File: src/design/ccw_pkg.sv
`default_nettype none
package ccw_pkg;
   // Register addresses
   localparam logic [2:0] REG_MODE = 3'h0;
   localparam logic [2:0] REG_CLOCK = 3'h1;
   localparam logic [2:0] REG_POWER = 3'h2;
   localparam logic [2:0] REG_GAIN = 3'h3;
   localparam logic [2:0] REG_DAC_TIMING = 3'h4;
   localparam logic [2:0] REG_ANALOG_TAP = 3'h5;
   localparam logic [2:0] REG_TAP_LOW = 3'h6;
   localparam logic [2:0] REG_TAP_HIGH = 3'h7;
   localparam int NUM_REGS = 8;
   localparam logic [7:0] REG_RESET_VALUE = 8'h00;
   // Reserved bit 7 of power and DAC timing registers
   localparam logic [7:0] RESERVED_TOP_MASK = 8'h7F;
   localparam logic [7:0] FULL_MASK = 8'hFF;
   // Control word layout
   localparam int WORD_BITS = 16;
   localparam int CW_CTRL_BIT = 15;
   localparam int CW_RW_BIT = 14;
   localparam int CW_DEV_LSB = 11;
   localparam int CW_REG_LSB = 8;
   // Mode register fields
   localparam int MODE_DATA_BIT = 0;
   localparam int MIXED_BIT = 1;
   localparam int DLB_BIT = 2;
   localparam int SLB_BIT = 3;
   localparam int COUNT_LSB = 4;
   localparam int SOFT_RESET_BIT = 7;
   // Clock register fields
   localparam int RATE_LSB = 0;
   localparam int SCLK_DIV_LSB = 2;
   localparam int MCLK_DIV_LSB = 4;
   localparam int ECHO_BIT = 7;
   // Gain register fields
   localparam int IN_GAIN_LSB = 0;
   localparam int MOD_RESET_BIT = 3;
   localparam int OUT_GAIN_LSB = 4;
   localparam int MUTE_BIT = 7;
   // DAC timing register fields
   localparam int ADV_LSB = 0;
   localparam int BYPASS_BIT = 5;
   localparam int DTAP_EN_BIT = 6;
   localparam int ADVANCE_STEPS_LOG2 = 5;
   // Serial clocks per frame at rate code 0 and sclk code 0
   localparam logic [11:0] FRAME_BASE_SCLKS = 12'h100;
   localparam logic [3:0] SCLK_HALF_BASE = 4'h8;
   localparam logic [2:0] MCLK_DIV_MAX_CODE = 3'h4;
   // Soft reset lasts four INTERNAL_DIVIDED_MASTER_CLOCK cycles, counted in INTERNAL_DIVIDED_MASTER_CLOCK halves
   localparam logic [3:0] SOFT_RESET_HALVES = 4'h8;
   localparam logic [4:0] LAST_BIT = 5'h0F;

   function automatic logic [2:0] master_div(input logic [2:0] code);
      master_div = (code <= MCLK_DIV_MAX_CODE) ? 3'(code + 3'h1) : 3'h1;
   endfunction

   function automatic logic [3:0] sclk_halves(input logic [1:0] code);
      sclk_halves = SCLK_HALF_BASE >> code;
   endfunction

   function automatic logic [11:0] frame_sclks(input logic [1:0] rate, input logic [1:0] sc);
      frame_sclks = (FRAME_BASE_SCLKS << sc) >> rate;
   endfunction

   function automatic logic [7:0] write_mask(input logic [2:0] ra);
      write_mask = (ra == REG_POWER || ra == REG_DAC_TIMING) ? RESERVED_TOP_MASK : FULL_MASK;
   endfunction
endpackage
`default_nettype wire

File: src/design/ccw_bank.sv
// Notes on behaviour
// - Zero advance: DAC load one SCLK before sync
// - Advance field moves load by frame/32 steps
// - Eight 8-bit registers, all reset to zero
// - Bit 15 flags control versus data word
// - Bit 14 low, address zero: write register
// - Bit 14 high: read register, send word
// - Nonzero device address: decrement and forward
// - Bits 10..8 select target register
// - Bits 7..0 carry register data when ours
// - Mode bit 0: program or data mode
// - Mode bit 1 enables mixed mode
// - Bits 2,3 enable digital, serial loopback
// - Bits 6..4 hold cascade device count
// - Writing bit 7 starts software reset
// - Clock register holds three divider codes
// - Clock register bit 7 enables echo
// - Power bit 0 is global power-up
// - Power bits 1..5 per-section power-up
// - Bit 6 reference output; bit 7 reserved
// - Gain register holds input, output gain codes
// - Gain bit 3 modulator reset, bit 7 mute
// - Serial clock is INTERNAL_DIVIDED_MASTER_CLOCK over 8,4,2,1
// - Master divider 1..5, other codes one
// - Frame is INTERNAL_DIVIDED_MASTER_CLOCK over 2048..256
// - Registers update on serial clock fall
`default_nettype none
module ccw_bank (
   input wire logic CLK_SYS,
   input wire logic RESET,
   input wire logic CE,
   input wire logic SERIAL_DATA_IN,
   input wire logic INPUT_FRAME_SYNC,
   input wire logic [15:0] ADC_SAMPLE,
   output logic SERIAL_CLOCK,
   output logic SERIAL_DATA_OUT,
   output logic ADC_OUTPUT_FRAME_SYNC,
   output logic DAC_LOAD,
   output logic [15:0] DAC_WORD,
   output logic DAC_WORD_VALID,
   output logic OPERATING_MODE_SELECT,
   output logic MIXED_MODE_ENABLE,
   output logic DIGITAL_LOOPBACK_ENABLE,
   output logic SERIAL_PORT_LOOPBACK_ENABLE,
   output logic [2:0] CASCADE_COUNT,
   output logic [1:0] SAMPLE_RATE_CODE,
   output logic [1:0] BIT_CLOCK_DIVIDER,
   output logic [2:0] MASTER_DIVIDER,
   output logic CONTROL_ECHO_ENABLE,
   output logic GLOBAL_POWER_UP,
   output logic ANALOG_TAP_POWER,
   output logic INPUT_AMP_POWER,
   output logic ADC_POWER,
   output logic DAC_POWER,
   output logic REFERENCE_POWER,
   output logic REFERENCE_OUTPUT_ENABLE,
   output logic [2:0] INPUT_GAIN_CODE,
   output logic ADC_MODULATOR_RESET,
   output logic [2:0] OUTPUT_GAIN_CODE,
   output logic OUTPUT_MUTE,
   output logic [4:0] DAC_ADVANCE,
   output logic INTERPOLATOR_BYPASS,
   output logic DIGITAL_TAP_ENABLE,
   output logic [7:0] ANALOG_TAP_CONTROL,
   output logic [15:0] DIGITAL_TAP_COEFF,
   output logic SOFT_RESET_BUSY
);
   typedef struct packed {
      logic [7:0][7:0] regs;
      logic [2:0] mdiv_cnt;
      logic [3:0] sdiv_cnt;
      logic sclk;
      logic [11:0] frame_cnt;
      logic [3:0] srst_cnt;
      logic [15:0] tx_sr;
      logic [4:0] tx_cnt;
      logic sdo;
      logic adc_output_frame_sync;
      logic tx_pend;
      logic [15:0] tx_word;
      logic rx_act;
      logic [4:0] rx_cnt;
      logic [15:0] rx_sr;
      logic dac_load;
      logic [15:0] dac_word;
      logic dac_valid;
      logic [2:0] sdi_sync;
      logic [2:0] fs_sync;
      logic sdi_f;
      logic fs_f;
      logic busy;
   } ccw_state_s;

   ccw_state_s st;
   ccw_state_s n;
   logic half;
   logic edge_now;
   logic rise;
   logic fall;
   logic [2:0] mdiv;
   logic [3:0] shalf;
   logic [11:0] flen;
   logic [6:0] adv_unit;
   logic [11:0] load_at;
   logic rx_bit;
   logic word_done;
   logic [15:0] rx_word;
   logic [2:0] w_dev;
   logic [2:0] w_ra;
   logic [7:0] w_data;
   logic is_dac;
   logic is_inv;
   logic is_fwd;
   logic is_rd;
   logic is_wr;
   logic is_srst;
   logic [15:0] adc_src;

   always_comb begin
      n = st;
      n.dac_load = 1'b0;
      n.dac_valid = 1'b0;
      // Three-stage synchronisers, change taken when stages two and three agree
      n.sdi_sync = {st.sdi_sync[1:0], SERIAL_DATA_IN};
      n.fs_sync = {st.fs_sync[1:0], INPUT_FRAME_SYNC};
      if (st.sdi_sync[1] == st.sdi_sync[2]) begin
         n.sdi_f = st.sdi_sync[2];
      end
      if (st.fs_sync[1] == st.fs_sync[2]) begin
         n.fs_f = st.fs_sync[2];
      end
      mdiv = ccw_pkg::master_div(st.regs[ccw_pkg::REG_CLOCK][ccw_pkg::MCLK_DIV_LSB +: 3]);
      shalf = ccw_pkg::sclk_halves(st.regs[ccw_pkg::REG_CLOCK][ccw_pkg::SCLK_DIV_LSB +: 2]);
      flen = ccw_pkg::frame_sclks(st.regs[ccw_pkg::REG_CLOCK][ccw_pkg::RATE_LSB +: 2],
                                  st.regs[ccw_pkg::REG_CLOCK][ccw_pkg::SCLK_DIV_LSB +: 2]);
      adv_unit = 7'(flen >> ccw_pkg::ADVANCE_STEPS_LOG2);
      // Advance in steps of one thirty-second frame
      // Product widened first so a large advance cannot wrap
      load_at = 12'(flen - 12'h001 - 12'(st.regs[ccw_pkg::REG_DAC_TIMING][ccw_pkg::ADV_LSB +: 5]) * 12'(adv_unit));
      half = (st.mdiv_cnt == 3'(mdiv - 3'h1));
      edge_now = 1'b0;
      if (half) begin
         n.mdiv_cnt = 3'h0;
      end else begin
         n.mdiv_cnt = 3'(st.mdiv_cnt + 3'h1);
      end
      // Timing stays parked during a soft reset
      if (half && st.srst_cnt != 4'h0) begin
         n.srst_cnt = 4'(st.srst_cnt - 4'h1);
      end else if (half) begin
         if (st.sdiv_cnt == 4'(shalf - 4'h1)) begin
            n.sdiv_cnt = 4'h0;
            edge_now = 1'b1;
            n.sclk = ~st.sclk;
         end else begin
            n.sdiv_cnt = 4'(st.sdiv_cnt + 4'h1);
         end
      end
      rise = edge_now && !st.sclk;
      fall = edge_now && st.sclk;

      // Transmit side on rising serial clock
      adc_src = st.regs[ccw_pkg::REG_MODE][ccw_pkg::DLB_BIT] ? st.dac_word : ADC_SAMPLE;
      if (rise) begin
         n.frame_cnt = (st.frame_cnt == 12'(flen - 12'h001)) ? 12'h000 : 12'(st.frame_cnt + 12'h001);
         // Load point measured back from frame start
         if (st.frame_cnt == load_at) begin
            n.dac_load = 1'b1;
         end
         if (st.frame_cnt == 12'h000) begin
            // Pending answer takes the next output slot
            n.tx_sr = st.tx_pend ? st.tx_word : adc_src;
            n.tx_pend = 1'b0;
            n.sdo = st.tx_pend ? st.tx_word[15] : adc_src[15];
            n.adc_output_frame_sync = 1'b1;
            n.tx_cnt = ccw_pkg::LAST_BIT;
         end else begin
            n.adc_output_frame_sync = 1'b0;
            if (st.tx_cnt != 5'h00) begin
               n.tx_sr = {st.tx_sr[14:0], 1'b0};
               n.sdo = st.tx_sr[14];
               n.tx_cnt = 5'(st.tx_cnt - 5'h01);
            end else begin
               n.sdo = 1'b0;
            end
         end
      end

      // Serial loopback feeds output back in
      rx_bit = st.regs[ccw_pkg::REG_MODE][ccw_pkg::SLB_BIT] ? st.sdo : st.sdi_f;
      word_done = fall && st.rx_act && st.rx_cnt == ccw_pkg::LAST_BIT;
      rx_word = {st.rx_sr[14:0], rx_bit};
      w_dev = rx_word[ccw_pkg::CW_DEV_LSB +: 3];
      w_ra = rx_word[ccw_pkg::CW_REG_LSB +: 3];
      w_data = rx_word[7:0];
      // Mode bits and control flag decide the word's meaning
      is_dac = word_done && st.regs[ccw_pkg::REG_MODE][ccw_pkg::MODE_DATA_BIT]
               && !(st.regs[ccw_pkg::REG_MODE][ccw_pkg::MIXED_BIT] && rx_word[ccw_pkg::CW_CTRL_BIT]);
      is_inv = word_done && !is_dac && !rx_word[ccw_pkg::CW_CTRL_BIT];
      is_fwd = word_done && !is_dac && !is_inv && w_dev != 3'h0;
      is_rd = word_done && !is_dac && !is_inv && w_dev == 3'h0 && rx_word[ccw_pkg::CW_RW_BIT];
      is_wr = word_done && !is_dac && !is_inv && w_dev == 3'h0 && !rx_word[ccw_pkg::CW_RW_BIT];
      is_srst = is_wr && w_ra == ccw_pkg::REG_MODE && w_data[ccw_pkg::SOFT_RESET_BIT];

      // Receive and register update on falling serial clock
      if (fall) begin
         if (!st.rx_act) begin
            n.rx_act = st.fs_f;
            n.rx_cnt = 5'h00;
         end else begin
            n.rx_sr = rx_word;
            n.rx_cnt = 5'(st.rx_cnt + 5'h01);
            if (word_done) begin
               n.rx_act = 1'b0;
            end
         end
      end
      // Data mode sends words to the DAC; mixed mode keeps control words out
      if (is_dac) begin
         n.dac_word = rx_word;
         n.dac_valid = 1'b1;
      end
      // Decrement address and pass word along
      if (is_fwd) begin
         n.tx_word = rx_word;
         n.tx_word[ccw_pkg::CW_DEV_LSB +: 3] = 3'(w_dev - 3'h1);
         n.tx_pend = 1'b1;
      end
      // Fill data field from selected register
      if (is_rd) begin
         n.tx_word = {rx_word[15:8], st.regs[w_ra]};
         n.tx_pend = 1'b1;
      end
      // Write data field into selected register
      if (is_wr) begin
         // Reserved bits masked so they read zero
         n.regs[w_ra] = w_data & ccw_pkg::write_mask(w_ra);
         // Echo a written word back out
         if (st.regs[ccw_pkg::REG_CLOCK][ccw_pkg::ECHO_BIT]) begin
            n.tx_word = rx_word;
            n.tx_pend = 1'b1;
         end
      end
      // Software reset clears bank and timing
      if (is_srst) begin
         n.regs = {ccw_pkg::NUM_REGS{ccw_pkg::REG_RESET_VALUE}};
         n.srst_cnt = ccw_pkg::SOFT_RESET_HALVES;
         n.frame_cnt = 12'h000;
         n.sdiv_cnt = 4'h0;
         n.sclk = 1'b0;
         n.tx_pend = 1'b0;
         n.tx_cnt = 5'h00;
         n.sdo = 1'b0;
         n.adc_output_frame_sync = 1'b0;
      end
      // Busy flag registered so the output comes from a flop
      n.busy = (n.srst_cnt != 4'h0);
   end

   always_ff @(posedge CLK_SYS or posedge RESET) begin
      if (RESET) begin
         st <= '0;
      end else if (CE) begin
         st <= n;
      end
   end

   assign SERIAL_CLOCK = st.sclk;
   assign SERIAL_DATA_OUT = st.sdo;
   assign ADC_OUTPUT_FRAME_SYNC = st.adc_output_frame_sync;
   assign DAC_LOAD = st.dac_load;
   assign DAC_WORD = st.dac_word;
   assign DAC_WORD_VALID = st.dac_valid;
   assign SOFT_RESET_BUSY = st.busy;
   assign OPERATING_MODE_SELECT = st.regs[ccw_pkg::REG_MODE][ccw_pkg::MODE_DATA_BIT];
   assign MIXED_MODE_ENABLE = st.regs[ccw_pkg::REG_MODE][ccw_pkg::MIXED_BIT];
   assign DIGITAL_LOOPBACK_ENABLE = st.regs[ccw_pkg::REG_MODE][ccw_pkg::DLB_BIT];
   assign SERIAL_PORT_LOOPBACK_ENABLE = st.regs[ccw_pkg::REG_MODE][ccw_pkg::SLB_BIT];
   assign CASCADE_COUNT = st.regs[ccw_pkg::REG_MODE][ccw_pkg::COUNT_LSB +: 3];
   assign SAMPLE_RATE_CODE = st.regs[ccw_pkg::REG_CLOCK][ccw_pkg::RATE_LSB +: 2];
   assign BIT_CLOCK_DIVIDER = st.regs[ccw_pkg::REG_CLOCK][ccw_pkg::SCLK_DIV_LSB +: 2];
   assign MASTER_DIVIDER = st.regs[ccw_pkg::REG_CLOCK][ccw_pkg::MCLK_DIV_LSB +: 3];
   assign CONTROL_ECHO_ENABLE = st.regs[ccw_pkg::REG_CLOCK][ccw_pkg::ECHO_BIT];
   assign GLOBAL_POWER_UP = st.regs[ccw_pkg::REG_POWER][0];
   assign ANALOG_TAP_POWER = st.regs[ccw_pkg::REG_POWER][1];
   assign INPUT_AMP_POWER = st.regs[ccw_pkg::REG_POWER][2];
   assign ADC_POWER = st.regs[ccw_pkg::REG_POWER][3];
   assign DAC_POWER = st.regs[ccw_pkg::REG_POWER][4];
   assign REFERENCE_POWER = st.regs[ccw_pkg::REG_POWER][5];
   assign REFERENCE_OUTPUT_ENABLE = st.regs[ccw_pkg::REG_POWER][6];
   assign INPUT_GAIN_CODE = st.regs[ccw_pkg::REG_GAIN][ccw_pkg::IN_GAIN_LSB +: 3];
   assign OUTPUT_GAIN_CODE = st.regs[ccw_pkg::REG_GAIN][ccw_pkg::OUT_GAIN_LSB +: 3];
   assign ADC_MODULATOR_RESET = st.regs[ccw_pkg::REG_GAIN][ccw_pkg::MOD_RESET_BIT];
   assign OUTPUT_MUTE = st.regs[ccw_pkg::REG_GAIN][ccw_pkg::MUTE_BIT];
   // Advance not interlocked with DAC power; host keeps it still
   assign DAC_ADVANCE = st.regs[ccw_pkg::REG_DAC_TIMING][ccw_pkg::ADV_LSB +: 5];
   assign INTERPOLATOR_BYPASS = st.regs[ccw_pkg::REG_DAC_TIMING][ccw_pkg::BYPASS_BIT];
   assign DIGITAL_TAP_ENABLE = st.regs[ccw_pkg::REG_DAC_TIMING][ccw_pkg::DTAP_EN_BIT];
   assign ANALOG_TAP_CONTROL = st.regs[ccw_pkg::REG_ANALOG_TAP];
   assign DIGITAL_TAP_COEFF = {st.regs[ccw_pkg::REG_TAP_HIGH], st.regs[ccw_pkg::REG_TAP_LOW]};
endmodule
`default_nettype wire

File: config.mk
export PLATFORM = sky130hd
export DESIGN_NAME = ccw_bank
export DESIGN_NICKNAME = d
export VERILOG_FILES = /design/src/design/ccw_pkg.sv /design/src/design/ccw_bank.sv
export SDC_FILE = /design/constraint.sdc
export NUM_CORES = 1
export LEC_CHECK = 0
export BUFFER_PORTS_ARGS = -buffer_cell sky130_fd_sc_hd__buf_2
export CAP_MARGIN = 20
export CORE_UTILIZATION = 65
export DETAILED_ROUTE_END_ITERATION = 12
export GPL_TIMING_DRIVEN = 1
export PLACE_DENSITY_LB_ADDON = 0.08
export SETUP_SLACK_MARGIN = 0.15
export SYNTH_ARGS = -nofsm -noshare
export SYNTH_HDL_FRONTEND = slang
export SYNTH_SLANG_ARGS = --single-unit
File: constraint.sdc
create_clock -name CLK_SYS -period 12.9 [get_ports CLK_SYS]
set_input_delay 0 -clock CLK_SYS [delete_from_list [all_inputs] [get_ports CLK_SYS]]
set_output_delay 0 -clock CLK_SYS [all_outputs]
set_load 0.005 [all_outputs]
; ---- Word-level counts from Yosys, hierarchy flattened
; Index checks and enable logic that the tools add are counted.
[word_totals]
ff_bits = 175
in_bits = 21
out_inout_bits = 83
wordCells = 150
[classes]
addsub = 12
n_mul = 1
magnitude_cmp = 3
eq_ne = 10
shifts = 3
muxes = 40
bitwise_logic = 2
reduce_logical = 49
[op_table]
columns = op, n
row1 = $mux 64, 2
row2 = $mux 17, 4
row3 = $bwmux 64, 1
row4 = $mux 8, 5
row5 = $bmux 8 s3, 1
row6 = $demux 8 s3, 1
row7 = $eq 12x12->1, 2
row8 = $mux 12, 2
row9 = $mux 22, 1
row10 = $mux 21, 1
row11 = $mux 20, 1
row12 = $logic_and 1x1->1, 18
row13 = $mux 16, 1
row14 = $mux 15, 1
row15 = $add 12x1->12 const B, 1
row16 = $logic_not 12->1, 1
row17 = $mul 5x7->12, 1
row18 = $mux 1, 12
row19 = $reduce_and 2->1, 6
row20 = $reduce_and 3->1, 4
row21 = $shl 9x2->12 const A, 1
row22 = $shr 12x2->12, 1
row23 = $sub 12x1->12 const B, 1
row24 = $sub 12x12->12, 1
row25 = other kinds (31), 50

; ---- Longest topological paths before layout
; Gate-level depths: netlist (run 1).
[depth]
depth_word = 22
ltp_mapped = 21
ltp_nobuf = 18

; ---- Worst setup path before layout (run 1)
; Ideal clock, no wire load.
[synth_path]
path_kind = register to register
from = register st, in the netlist BIT_CLOCK_DIVIDER[0]
to = register st, in the netlist DAC_LOAD
arrival_time_ns = 4.640
setup_slack_ns = 8.194
path_stages_with_launch = 22
period_less_slack_ns = 4.706
cell_sequence = dfrtp_1 -> buf_6 -> and2b_4 -> buf_2 -> nor3_1 -> inv_1 -> ha_1 -> buf_2 -> xor2_2 -> ha_1 -> fa_1 -> fa_1 -> inv_1 -> ha_1 -> clkbuf_1 -> nor4bb_1 -> nor4_1 -> o21ai_0 -> nor4_1 -> nand3_1 -> nor4_1 -> a22o_1
[synth_between]
elab_chain_len = 8
[synth_rtl]
columns = item, line_no
row1 = start: declaration, ccw_bank.sv:94  ; ccw_state_s st;
row2 = start signal: assignment, ccw_bank.sv:264  ; st <= n;
row3 = branches (longest 7 deep; another with $mul 5x7->12), --
row4 = $mux 1 (*), ccw_bank.sv:164  ; if (rise) begin
; Mark *: on every way between the ends.
; A chain may end at the register's enable or synchronous reset.

; ---- Final worst setup path (run 1)
[layout_path]
from = register st, in the netlist BIT_CLOCK_DIVIDER[1]
to = register st, in the netlist DAC_LOAD
; The elaborated chain is that of the path after synthesis.

==> results of run 1 <==
==> logic make-up after synthesis <==
family | count (synthesis) | synth area share, %
buffers and inverters | 184 | 8.63
DFF | 175 | 39.8
and+or+nand+nor | 499 | 22.2
xor gates and xnor gates | 31 | 2.60
adders and majority gates | 54 | 7.50
AOI/OAI and AO/OA | 218 | 12.4
muxes | 64 | 6.86
==> power by group <==
group / total [mW] / internal [mW] / switching, mW
Sequential: 0.590 / 0.566 / 0.0239
Clock: 0.514 / 0.262 / 0.252
Combinational: 0.0968 / 0.0380 / 0.0588
Total: 1.20 / 0.866 / 0.335
==> worst min-delay path by stage <==
| stage | startpoint | to | slack [ns] | depth (start not counted) |
|---|---|---|---|---|
| detailed placement | INPUT_FRAME_SYNC | n[4]$_DFFE_PP0P_ | 0.24 | 2 |
| global route | CE | n[8]$_DFFE_PP0P_ | 0.05 | 3 |
| global placement | INPUT_FRAME_SYNC | n[4]$_DFFE_PP0P_ | 0.23 | 2 |
| finish | CE | st[111]$_DFFE_PP0P_ | 0.02 | 3 |
| floorplan | INPUT_FRAME_SYNC | n[4]$_DFFE_PP0P_ | 0.15 | 1 |
| CTS | CE | st[111]$_DFFE_PP0P_ | 0.006 | 3 |
==> sequential cells by signal, indices dropped and copies added, names as in the netlist, 2 cells and up <==
register            flops
CASCADE_COUNT           3
BIT_CLOCK_DIVIDER       2
MASTER_DIVIDER          3
SAMPLE_RATE_CODE        2
OUTPUT_GAIN_CODE        3
rx_word                15
DIGITAL_TAP_COEFF      16
st                     73
ANALOG_TAP_CONTROL      8
DAC_ADVANCE             5
n                       4
INPUT_GAIN_CODE         3
DAC_WORD               16
==> critical path: cells and delay by family (launching register included) <==
family / cells / cell delay, ns
AO/OA/AOI/OAI: 2 / 0.30
XOR/XNOR: 1 / 0.23
adder cells (fa/ha/maj): 5 / 2.08
buffers and inverters: 2 / 0.15
flip-flops: 1 / 0.58
AND/OR/NAND/NOR: 7 / 1.86
==> repair_timing <==
item	4_1_cts	5_1_grt
hold endpoints to repair	107	0
hold buffers	3	0
setup buffers	0	0
==> synthesized netlist by cell type, drive strengths merged (3+ instances only) <==
master | instances | area share (%)
a211oi | 5 | 0.45
a21o | 8 | 0.55
a21oi | 69 | 3.1
a221oi | 8 | 0.64
a22o | 3 | 0.24
a22oi | 18 | 1.4
a31oi | 7 | 0.40
and2 | 23 | 1.3
and3 | 17 | 0.97
buf | 83 | 5.2
clkbuf | 53 | 1.8
dfrtp | 175 | 40
fa | 20 | 3.6
ha | 34 | 3.9
inv | 48 | 1.6
mux2 | 32 | 3.3
mux2i | 26 | 2.4
mux4 | 6 | 1.2
nand2 | 172 | 5.9
nand2b | 17 | 0.97
nand3 | 92 | 4.2
nand3b | 5 | 0.34
nand4 | 5 | 0.28
nor2 | 86 | 2.9
nor2b | 24 | 1.4
nor3 | 17 | 0.88
nor4 | 11 | 0.95
nor4b | 3 | 0.24
o2111a | 3 | 0.31
o21ai | 70 | 3.2
o2bb2ai | 3 | 0.30
o31ai | 8 | 0.55
or2 | 7 | 0.40
or3 | 6 | 0.34
or4 | 3 | 0.20
xnor2 | 22 | 1.8
xor2 | 9 | 0.85
==> layout by cell type (no fill, tap or decap), types with 4 or more instances in the layout <==
master     instances
a22oi_1           17
o21ai_0           64
a31oi_1            7
buf_4              9
buf_2            103
mux2i_1           26
or3_1              6
and3_1            17
inv_6              6
nand2_1          172
nand4_1            5
a21oi_1           68
nor2_1            86
or2_2              5
and2_1            22
nand2b_1          17
nand3b_1           5
a211oi_1           4
o31ai_1            8
nand3_1           90
mux4_2             6
inv_1             47
a21o_1             8
dfrtp_1          175
o21ai_1            6
mux2_2            32
nor2b_1           24
nor3_1            15
a221oi_1           8
ha_1              34
xor2_1             7
clkbuf_16         17
nor4_1             8
fa_1              20
xnor2_1           22
==> through the flow <==
| stage | worst slack, ns | power [mW] | hold WS (ns) | area (um2) |
|---|---|---|---|---|
| finish | 7.67 | 1.20 | 0.0238 | 11800 |
| global route | 7.40 | 1.25 | 0.0531 | 11800 |
| CTS | 7.71 | 1.21 | 0.00573 | 11800 |
| detailed placement | 7.75 | 0.695 | 0.240 | 11100 |
| global placement | 8.01 | 0.692 | 0.233 | 11100 |
| floorplan | 8.15 | 0.667 | 0.152 | 11000 |
==> cell type report <==
type / count / area, um2
Multi-Input combinational cell: 866 / 5690
Fill cell: 1320 / 4830
Sequential cell: 175 / 4380
Timing Repair Buffer: 116 / 633
Clock buffer: 18 / 429
Tap cell: 220 / 275
Inverter: 48 / 185
Clock inverter: 14 / 160
==> layer usage <==
layer  up-vias  share of wire, %  wire length (um)
li1       4154                 -                 -
met1      4367                43             11900
met2       351                47             13300
met3        67               6.5              1820
met4         0               3.6               998
met5         -                 0                 0
==> reports/metrics.csv, run 1 <==
metric,value,unit
r2r_slack,7.67,ns
fin_crit_sh,40.6,%
outcome,"complete, no violations",
ff2ff_path_depth,17,
initial_utilization,66.4,%
vdd_drop_max,0.116,mV
dp_cells,1422,
clock_skew,0.0124,ns
cp-start-kind,flip-flop,
ys_warn_count,0,
grt_pass1_vias,8583,
syn_area_per_cell,8.99,um2
hold_class,in2reg,
crit_end,DAC_LOAD$_DFFE_PP0P_,
cp_slowest_cell,dfrtp_1,
finish.utilization,70.9,%
hold_violations,0,
path_class,reg2reg,
synth_edf_count,0,
numCtsBuffers,17,
fin_crit,5.23,ns
grt_pass1_wl,45600,um
ys.flop_type,dfrtp_1,
n_antenna_cell,0,
drive_gt1_share,16.6,%
fin_nets,1299,
report.final.slew_viol_count,0,
clk_latency,0.44,ns
worstPathRequired,13.27,ns
track_usage,33.8,%
use_met2,53.8,%
critPathCaptureType,flip-flop,
drv_cap,0,
ios,104,
ys_ff_latch,175,
synth.net_count,1300,
grtUsageMet1,46.4,%
cts_tree,done,
grtUsageMet3,5.34,%
synth_cell_types,73,
root_buffer,clkbuf_16,
cp-startpoint,BIT_CLOCK_DIVIDER[1]$_DFFE_PP0P_,
busiest_layer,met2,
async_flop_share,100,%
cts_resized,0,
gp_congestion,0.841,
path_clk_slew,0.07,ns
rr_endpoint,DAC_LOAD$_DFFE_PP0P_,
drt-pass1-iter-count,7,
grt_max_degree,107,
powerDensity,102,nW/um2
syn_area,11000,um2
num_vias,8939,
routed_wl,28100,um
io_buffer_count,103,
syn_to_final_growth,6.79,%
die_area,17500,um2
vias_per_cell,6.14,
rows,47,
synthCells,1225,
postRouteAntennaNets,0,
die_x,132,um
slew_headroom,23.2,%
worstPathCellList,nand2b_1 -> nor3_1 -> inv_1 -> ha_1 -> xor2_2 -> ha_1 -> fa_1 -> fa_1 -> inv_1 -> ha_1 -> nor4bb_1 -> nor4_1 -> o21ai_0 -> nor4_1 -> nand3_1 -> nor4_1 -> a22o_1,
crit_path_max_fanout,18,
rsz0062_at_grt,false,
antenna_found_initial,0,
final_cell_count_no_fill,1457,
drt_iter0_markers,674,
drcViolationCount,0,
worst_pin_slew,1.14,ns
coreArea,16600,um2
p_leak,5.73,nW
yosysSeqAreaShare,39.8,%
htreeDepth,4,
max_freq,191,MHz
worstReg2RegStart,BIT_CLOCK_DIVIDER[1]$_DFFE_PP0P_,
grt_overflow,0,
cpPeakStageDelay,0.58,ns
cts.sinks,175,
fin_tns_setup,0,ns
wl_per_cell,19.3,um
arrival,5.61,ns
hpwl,19900,um
cts_buffer_depth,2,
setup_viol,0,
die_y,132,um
Note: power is estimated with default switching activity, not from simulation.
==> run 2, diff against run 1 <==
Settings changed: CORE_UTILIZATION 65 to 60.
Clock period 12.9 ns to 5.2 ns, I/O delays scaled along.
==> reports/metrics.csv, run 2 (synthesized netlist as in run 1, its figures left out) <==
metric,value,unit
outcome,"finished, violations left",
violations,DRC,
grt_pass1_vias,8226,
wl_per_cell,19.1,um
fin_nets,1304,
hpwl,19900,um
final_common_cell,dfrtp_1,
cp_slowest_cell,fa_1,
cpPeakStageDelay,0.54,ns
top_layer_used,met4,
dr_wl_met3,1650,um
drive_gt1_share,17.2,%
clk_latency,0.44,ns
routed_wl,28100,um
slew_headroom,27.2,%
io_buffer_count,103,
crit_path_max_fanout,10,
n_antenna_cell,0,
initial_utilization,61.3,%
num_vias,8868,
nFillCells,1471,
pre_cts_slack,0.224,ns
vdd_drop_max,0.261,mV
powerDensity,260,nW/um2
cts_tree,done,
ios,104,
grt_overflow,0,
track_usage,31.6,%
cts_buffer_depth,2,
holdWs,0.121,ns
hold_violations,0,
drv_cap,0,
post_dp_cell_area,11200,um2
antenna_found_initial,0,
report.final.slew_viol_count,0,
grt_max_degree,78,
setup_slack,0.470,ns
htreeDepth,4,
clock_skew,0.0129,ns
crit_buf_inv,2,
cts.sinks,175,
regArea,4380,um2
layout_common_cells,"dfrtp_1 (174), nand2_1 (172), buf_2 (103)",
multiInputGateArea,5710,um2
die_area,18900,um2
postRouteAntennaNets,0,
worstPathCellList,nor2b_2 -> nor3_2 -> inv_1 -> ha_1 -> xor2_2 -> ha_1 -> fa_1 -> fa_1 -> inv_1 -> ha_1 -> nor4bb_1 -> nor4_1 -> o21ai_0 -> nor4_1 -> nand3_1 -> nor4_1 -> a22o_1,
root_buffer,clkbuf_16,
cp-start-kind,flip-flop,
fin_crit_sh,91.0,%
max_freq,211,MHz
critPathCaptureType,flip-flop,
setup_viol,0,
rows,49,
arrival,5.11,ns
worstPathRequired,5.58,ns
fin_tns_setup,0,ns
die_y,137,um
path_clk_slew,0.08,ns
final_cell_area,11900,um2
drt_iter0_markers,647,
syn_to_final_growth,7.75,%
p_leak,5.77,nW
path_class,reg2reg,
largest_register_ffs,73,
crit_family,adder cells,
gp_congestion,0.876,
die_x,137,um
largest-register,st,
wl_met1,12600,um
finish.utilization,66.0,%
coreArea,18000,um2
fin_crit,4.73,ns
drcViolationCount,2,
worst_pin_slew,1.09,ns
drt-pass1-iter-count,9,
wl_met2,13200,um
grt_pass1_wl,44900,um
vias_per_cell,6.03,
rsz0062_at_grt,false,
hold_class,in2reg,
numCtsBuffers,17,
run 2: cell count changes in the layout (fill, tap and decap cells not counted), sizes merged:
cell,change
buf,+4
bufinv,+2
clkbuf,-1
dlygate4sd3,+1
inv,-1
run 2: final timing paths:
kind	from	to	slack [ns]	cells after the start
min in group asynchronous	RESET	ANALOG_TAP_CONTROL[2]$_DFFE_PP0P_	0.20	3
worst max-delay path	SAMPLE_RATE_CODE[0]$_DFFE_PP0P_	DAC_LOAD$_DFFE_PP0P_	0.47	17
max in group asynchronous	RESET	st[75]$_DFFE_PP0P_	3.79	4
worst max register to register	SAMPLE_RATE_CODE[0]$_DFFE_PP0P_	DAC_LOAD$_DFFE_PP0P_	0.47	17
worst min-delay path	ADC_SAMPLE[0]	st[73]$_DFFE_PP0P_	0.12	5
worst min register to register	st[64]$_DFFE_PP0P_	st[64]$_DFFE_PP0P_	0.47	1
run 2: per-layer routing:
layer / vias to the layer above / global-route usage (%)
met5: - / 0
met4: 0 / 10.7
met3: 40 / 5.19
met2: 291 / 50.4
met1: 4358 / 43.6
li1: 4179 / -
run 2: tightest hold or removal path, cell delays in order:
cell and delay [ns]:
buf_2 0.09, mux2i_1 0.15, nor2_1 0.06, a21oi_1 0.12
o31ai_1 0.08
run 2: per-stage QoR:
| stage | power (mW) | cells |
|---|---|---|
| global placement | 1.72 | 1435 |
| CTS | 3.10 | 1471 |
| finish | 3.08 | 1471 |
| floorplan | 1.66 | 1225 |
| global route | 3.20 | 1471 |
| detailed placement | 1.72 | 1435 |
run 2: area by class of cell:
cell class                 count  share of cell area (%)
clock buffer                  17                    3.59
clock inverter                15                    1.82
inverter                      48                    1.56
multi-input combinational    866                    48.1
sequential                   175                    36.9
tap                          229                    2.42
timing repair buffer         121                    5.57
run 2: what timing repair did:
action / CTS / global route
endpoints found under the setup margin: 0 / 1
endpoints found under the hold margin: 80 / 0
setup buffers: 0 / 0
resized for setup: 0 / 4
hold buffers: 4 / 0
run 2: power breakdown:
| part | internal [mW] | switching (mW) | total (mW) |
|---|---|---|---|
| sequential | 1.40 | 0.0595 | 1.46 |
| combinational | 0.0949 | 0.140 | 0.235 |
| clock | 0.748 | 0.637 | 1.38 |
| total | 2.25 | 0.837 | 3.08 |
==> run 3, diff against run 2 <==
Settings changed: CORE_MARGIN set to 3.
==> reports/metrics.csv, run 3 (synthesized netlist as in run 1, its figures left out) <==
metric,value,unit
cts_tree,done,
cp_slowest_cell,dfrtp_1,
gp_congestion,0.886,
die_area,20000,um2
clk_latency,0.44,ns
largest-register,st,
largest_register_ffs,73,
hold_class,in2reg,
path_clk_slew,0.07,ns
setup_viol,0,
cts_buffer_depth,2,
post_dp_cell_area,11100,um2
num_vias,8907,
antenna_found_initial,0,
p_leak,5.73,nW
cp-start-kind,flip-flop,
layout_common_cells,"dfrtp_1 (172), nand2_1 (172), buf_2 (103)",
postRouteAntennaNets,0,
vdd_drop_max,0.237,mV
root_buffer,clkbuf_16,
grt_pass1_wl,46700,um
syn_to_final_growth,7.06,%
routed_wl,28700,um
intPower,2.15,mW
report.final.slew_viol_count,0,
combPwrFrac,8.3,%
critPathCaptureType,flip-flop,
pwr-share-seq,49.0,%
worst_pin_slew,1.12,ns
worstPathCellList,nor4bb_1 -> inv_1 -> ha_1 -> xor2_2 -> ha_1 -> fa_1 -> fa_1 -> inv_1 -> ha_1 -> nor4bb_1 -> nor4_1 -> o21ai_0 -> nor4_1 -> nand3_1 -> nor4_1 -> a22o_1,
fin_nets,1302,
numCtsBuffers,17,
powerDensity,253,nW/um2
die_y,141,um
crit_path_max_fanout,10,
grt_pass1_vias,8500,
fin_crit_sh,91.1,%
initial_utilization,62.6,%
switchingPower,0.838,mW
rows,48,
max_freq,211,MHz
cpPeakStageDelay,0.54,ns
final_cell_area,11800,um2
die_x,141,um
clock_skew,0.0159,ns
outcome,"complete, no violations",
drt-pass1-iter-count,5,
slew_headroom,24.7,%
hpwl,20300,um
cts.sinks,175,
switching_share,28.1,%
path_class,reg2reg,
io_buffer_count,103,
coreArea,17600,um2
drcViolationCount,0,
grt_max_degree,65,
fin_tns_setup,0,ns
vias_per_cell,6.08,
track_usage,29.3,%
arrival,5.11,ns
power.share.clock,42.7,%
fin_crit,4.74,ns
wl_per_cell,19.6,um
drv_cap,0,
ios,104,
drt_iter0_markers,804,
n_antenna_cell,0,
htreeDepth,4,
worstPathRequired,5.57,ns
drive_gt1_share,17.2,%
rsz0062_at_grt,false,
hold_violations,0,
grt_overflow,0,
run 3: through the flow:
stage	setup WS (ns)	util, %	power [mW]	hold WS (ns)	std cells
finish	0.461	67.0	2.99	0.0971	1464
detailed placement	0.280	63.3	1.73	0.104	1428
CTS	0.244	66.9	3.00	0.0951	1463
global placement	0.386	63.3	1.72	0.106	1428
floorplan	0.455	-	1.66	0.152	1225
global route	0.153	67.0	3.09	0.141	1464
run 3: final cells by class:
type	count	area [um2]
Sequential cell	175	4380
Multi-Input combinational cell	866	5710
Tap cell	225	282
Timing Repair Buffer	119	646
Clock buffer	17	425
Inverter	48	185
Fill cell	1394	5810
Clock inverter	14	160
run 3: worst paths after layout:
kind | startpoint | to | slack [ns] | depth (start not counted)
worst max-delay path | SAMPLE_RATE_CODE[1]$_DFFE_PP0P_ | DAC_LOAD$_DFFE_PP0P_ | 0.46 | 16
worst min-delay path | ADC_SAMPLE[0] | st[73]$_DFFE_PP0P_ | 0.1 | 5
worst max register to register | SAMPLE_RATE_CODE[1]$_DFFE_PP0P_ | DAC_LOAD$_DFFE_PP0P_ | 0.46 | 16
worst min register to register | st[58]$_DFFE_PP0P_ | st[58]$_DFFE_PP0P_ | 0.47 | 2
max in group asynchronous | RESET | st[120]$_DFFE_PP0P_ | 3.71 | 4
min in group asynchronous | RESET | st[5]$_DFFE_PP0P_ | 0.15 | 3
run 3: power by group through the flow:
stage	Clock (mW)	Combinational [mW]	Sequential (mW)
finish	1.28	0.246	1.46
global route	1.35	0.272	1.47
detailed placement	0	0.243	1.49
floorplan	0	0.190	1.47
CTS	1.29	0.247	1.46
global placement	0	0.233	1.49
run 3: routing by layer:
layer | vias to the layer above | routed length, um | global-route usage [%]
li1 | 4168 | - | -
met1 | 4353 | 12600 | 41.0
met2 | 342 | 13500 | 46.5
met3 | 44 | 1910 | 6.17
met4 | 0 | 630 | 8.99
met5 | - | 0 | 0
run 3: worst max-delay path: cells and delay by family, from the launching register on:
family	cells	cell delay (ns)
simple gates	6	1.42
fa+ha+maj	5	2.05
buf+inv	2	0.14
xor+xnor	1	0.23
flops	1	0.54
compound gates	2	0.29
run 3: repair_timing:
item | 4_1_cts | 5_1_grt
endpoints found under the setup margin | 0 | 1
resized for setup | 0 | 6
hold buffers | 4 | 0
buffers inserted | 0 | 1
endpoints found under the hold margin | 64 | 0
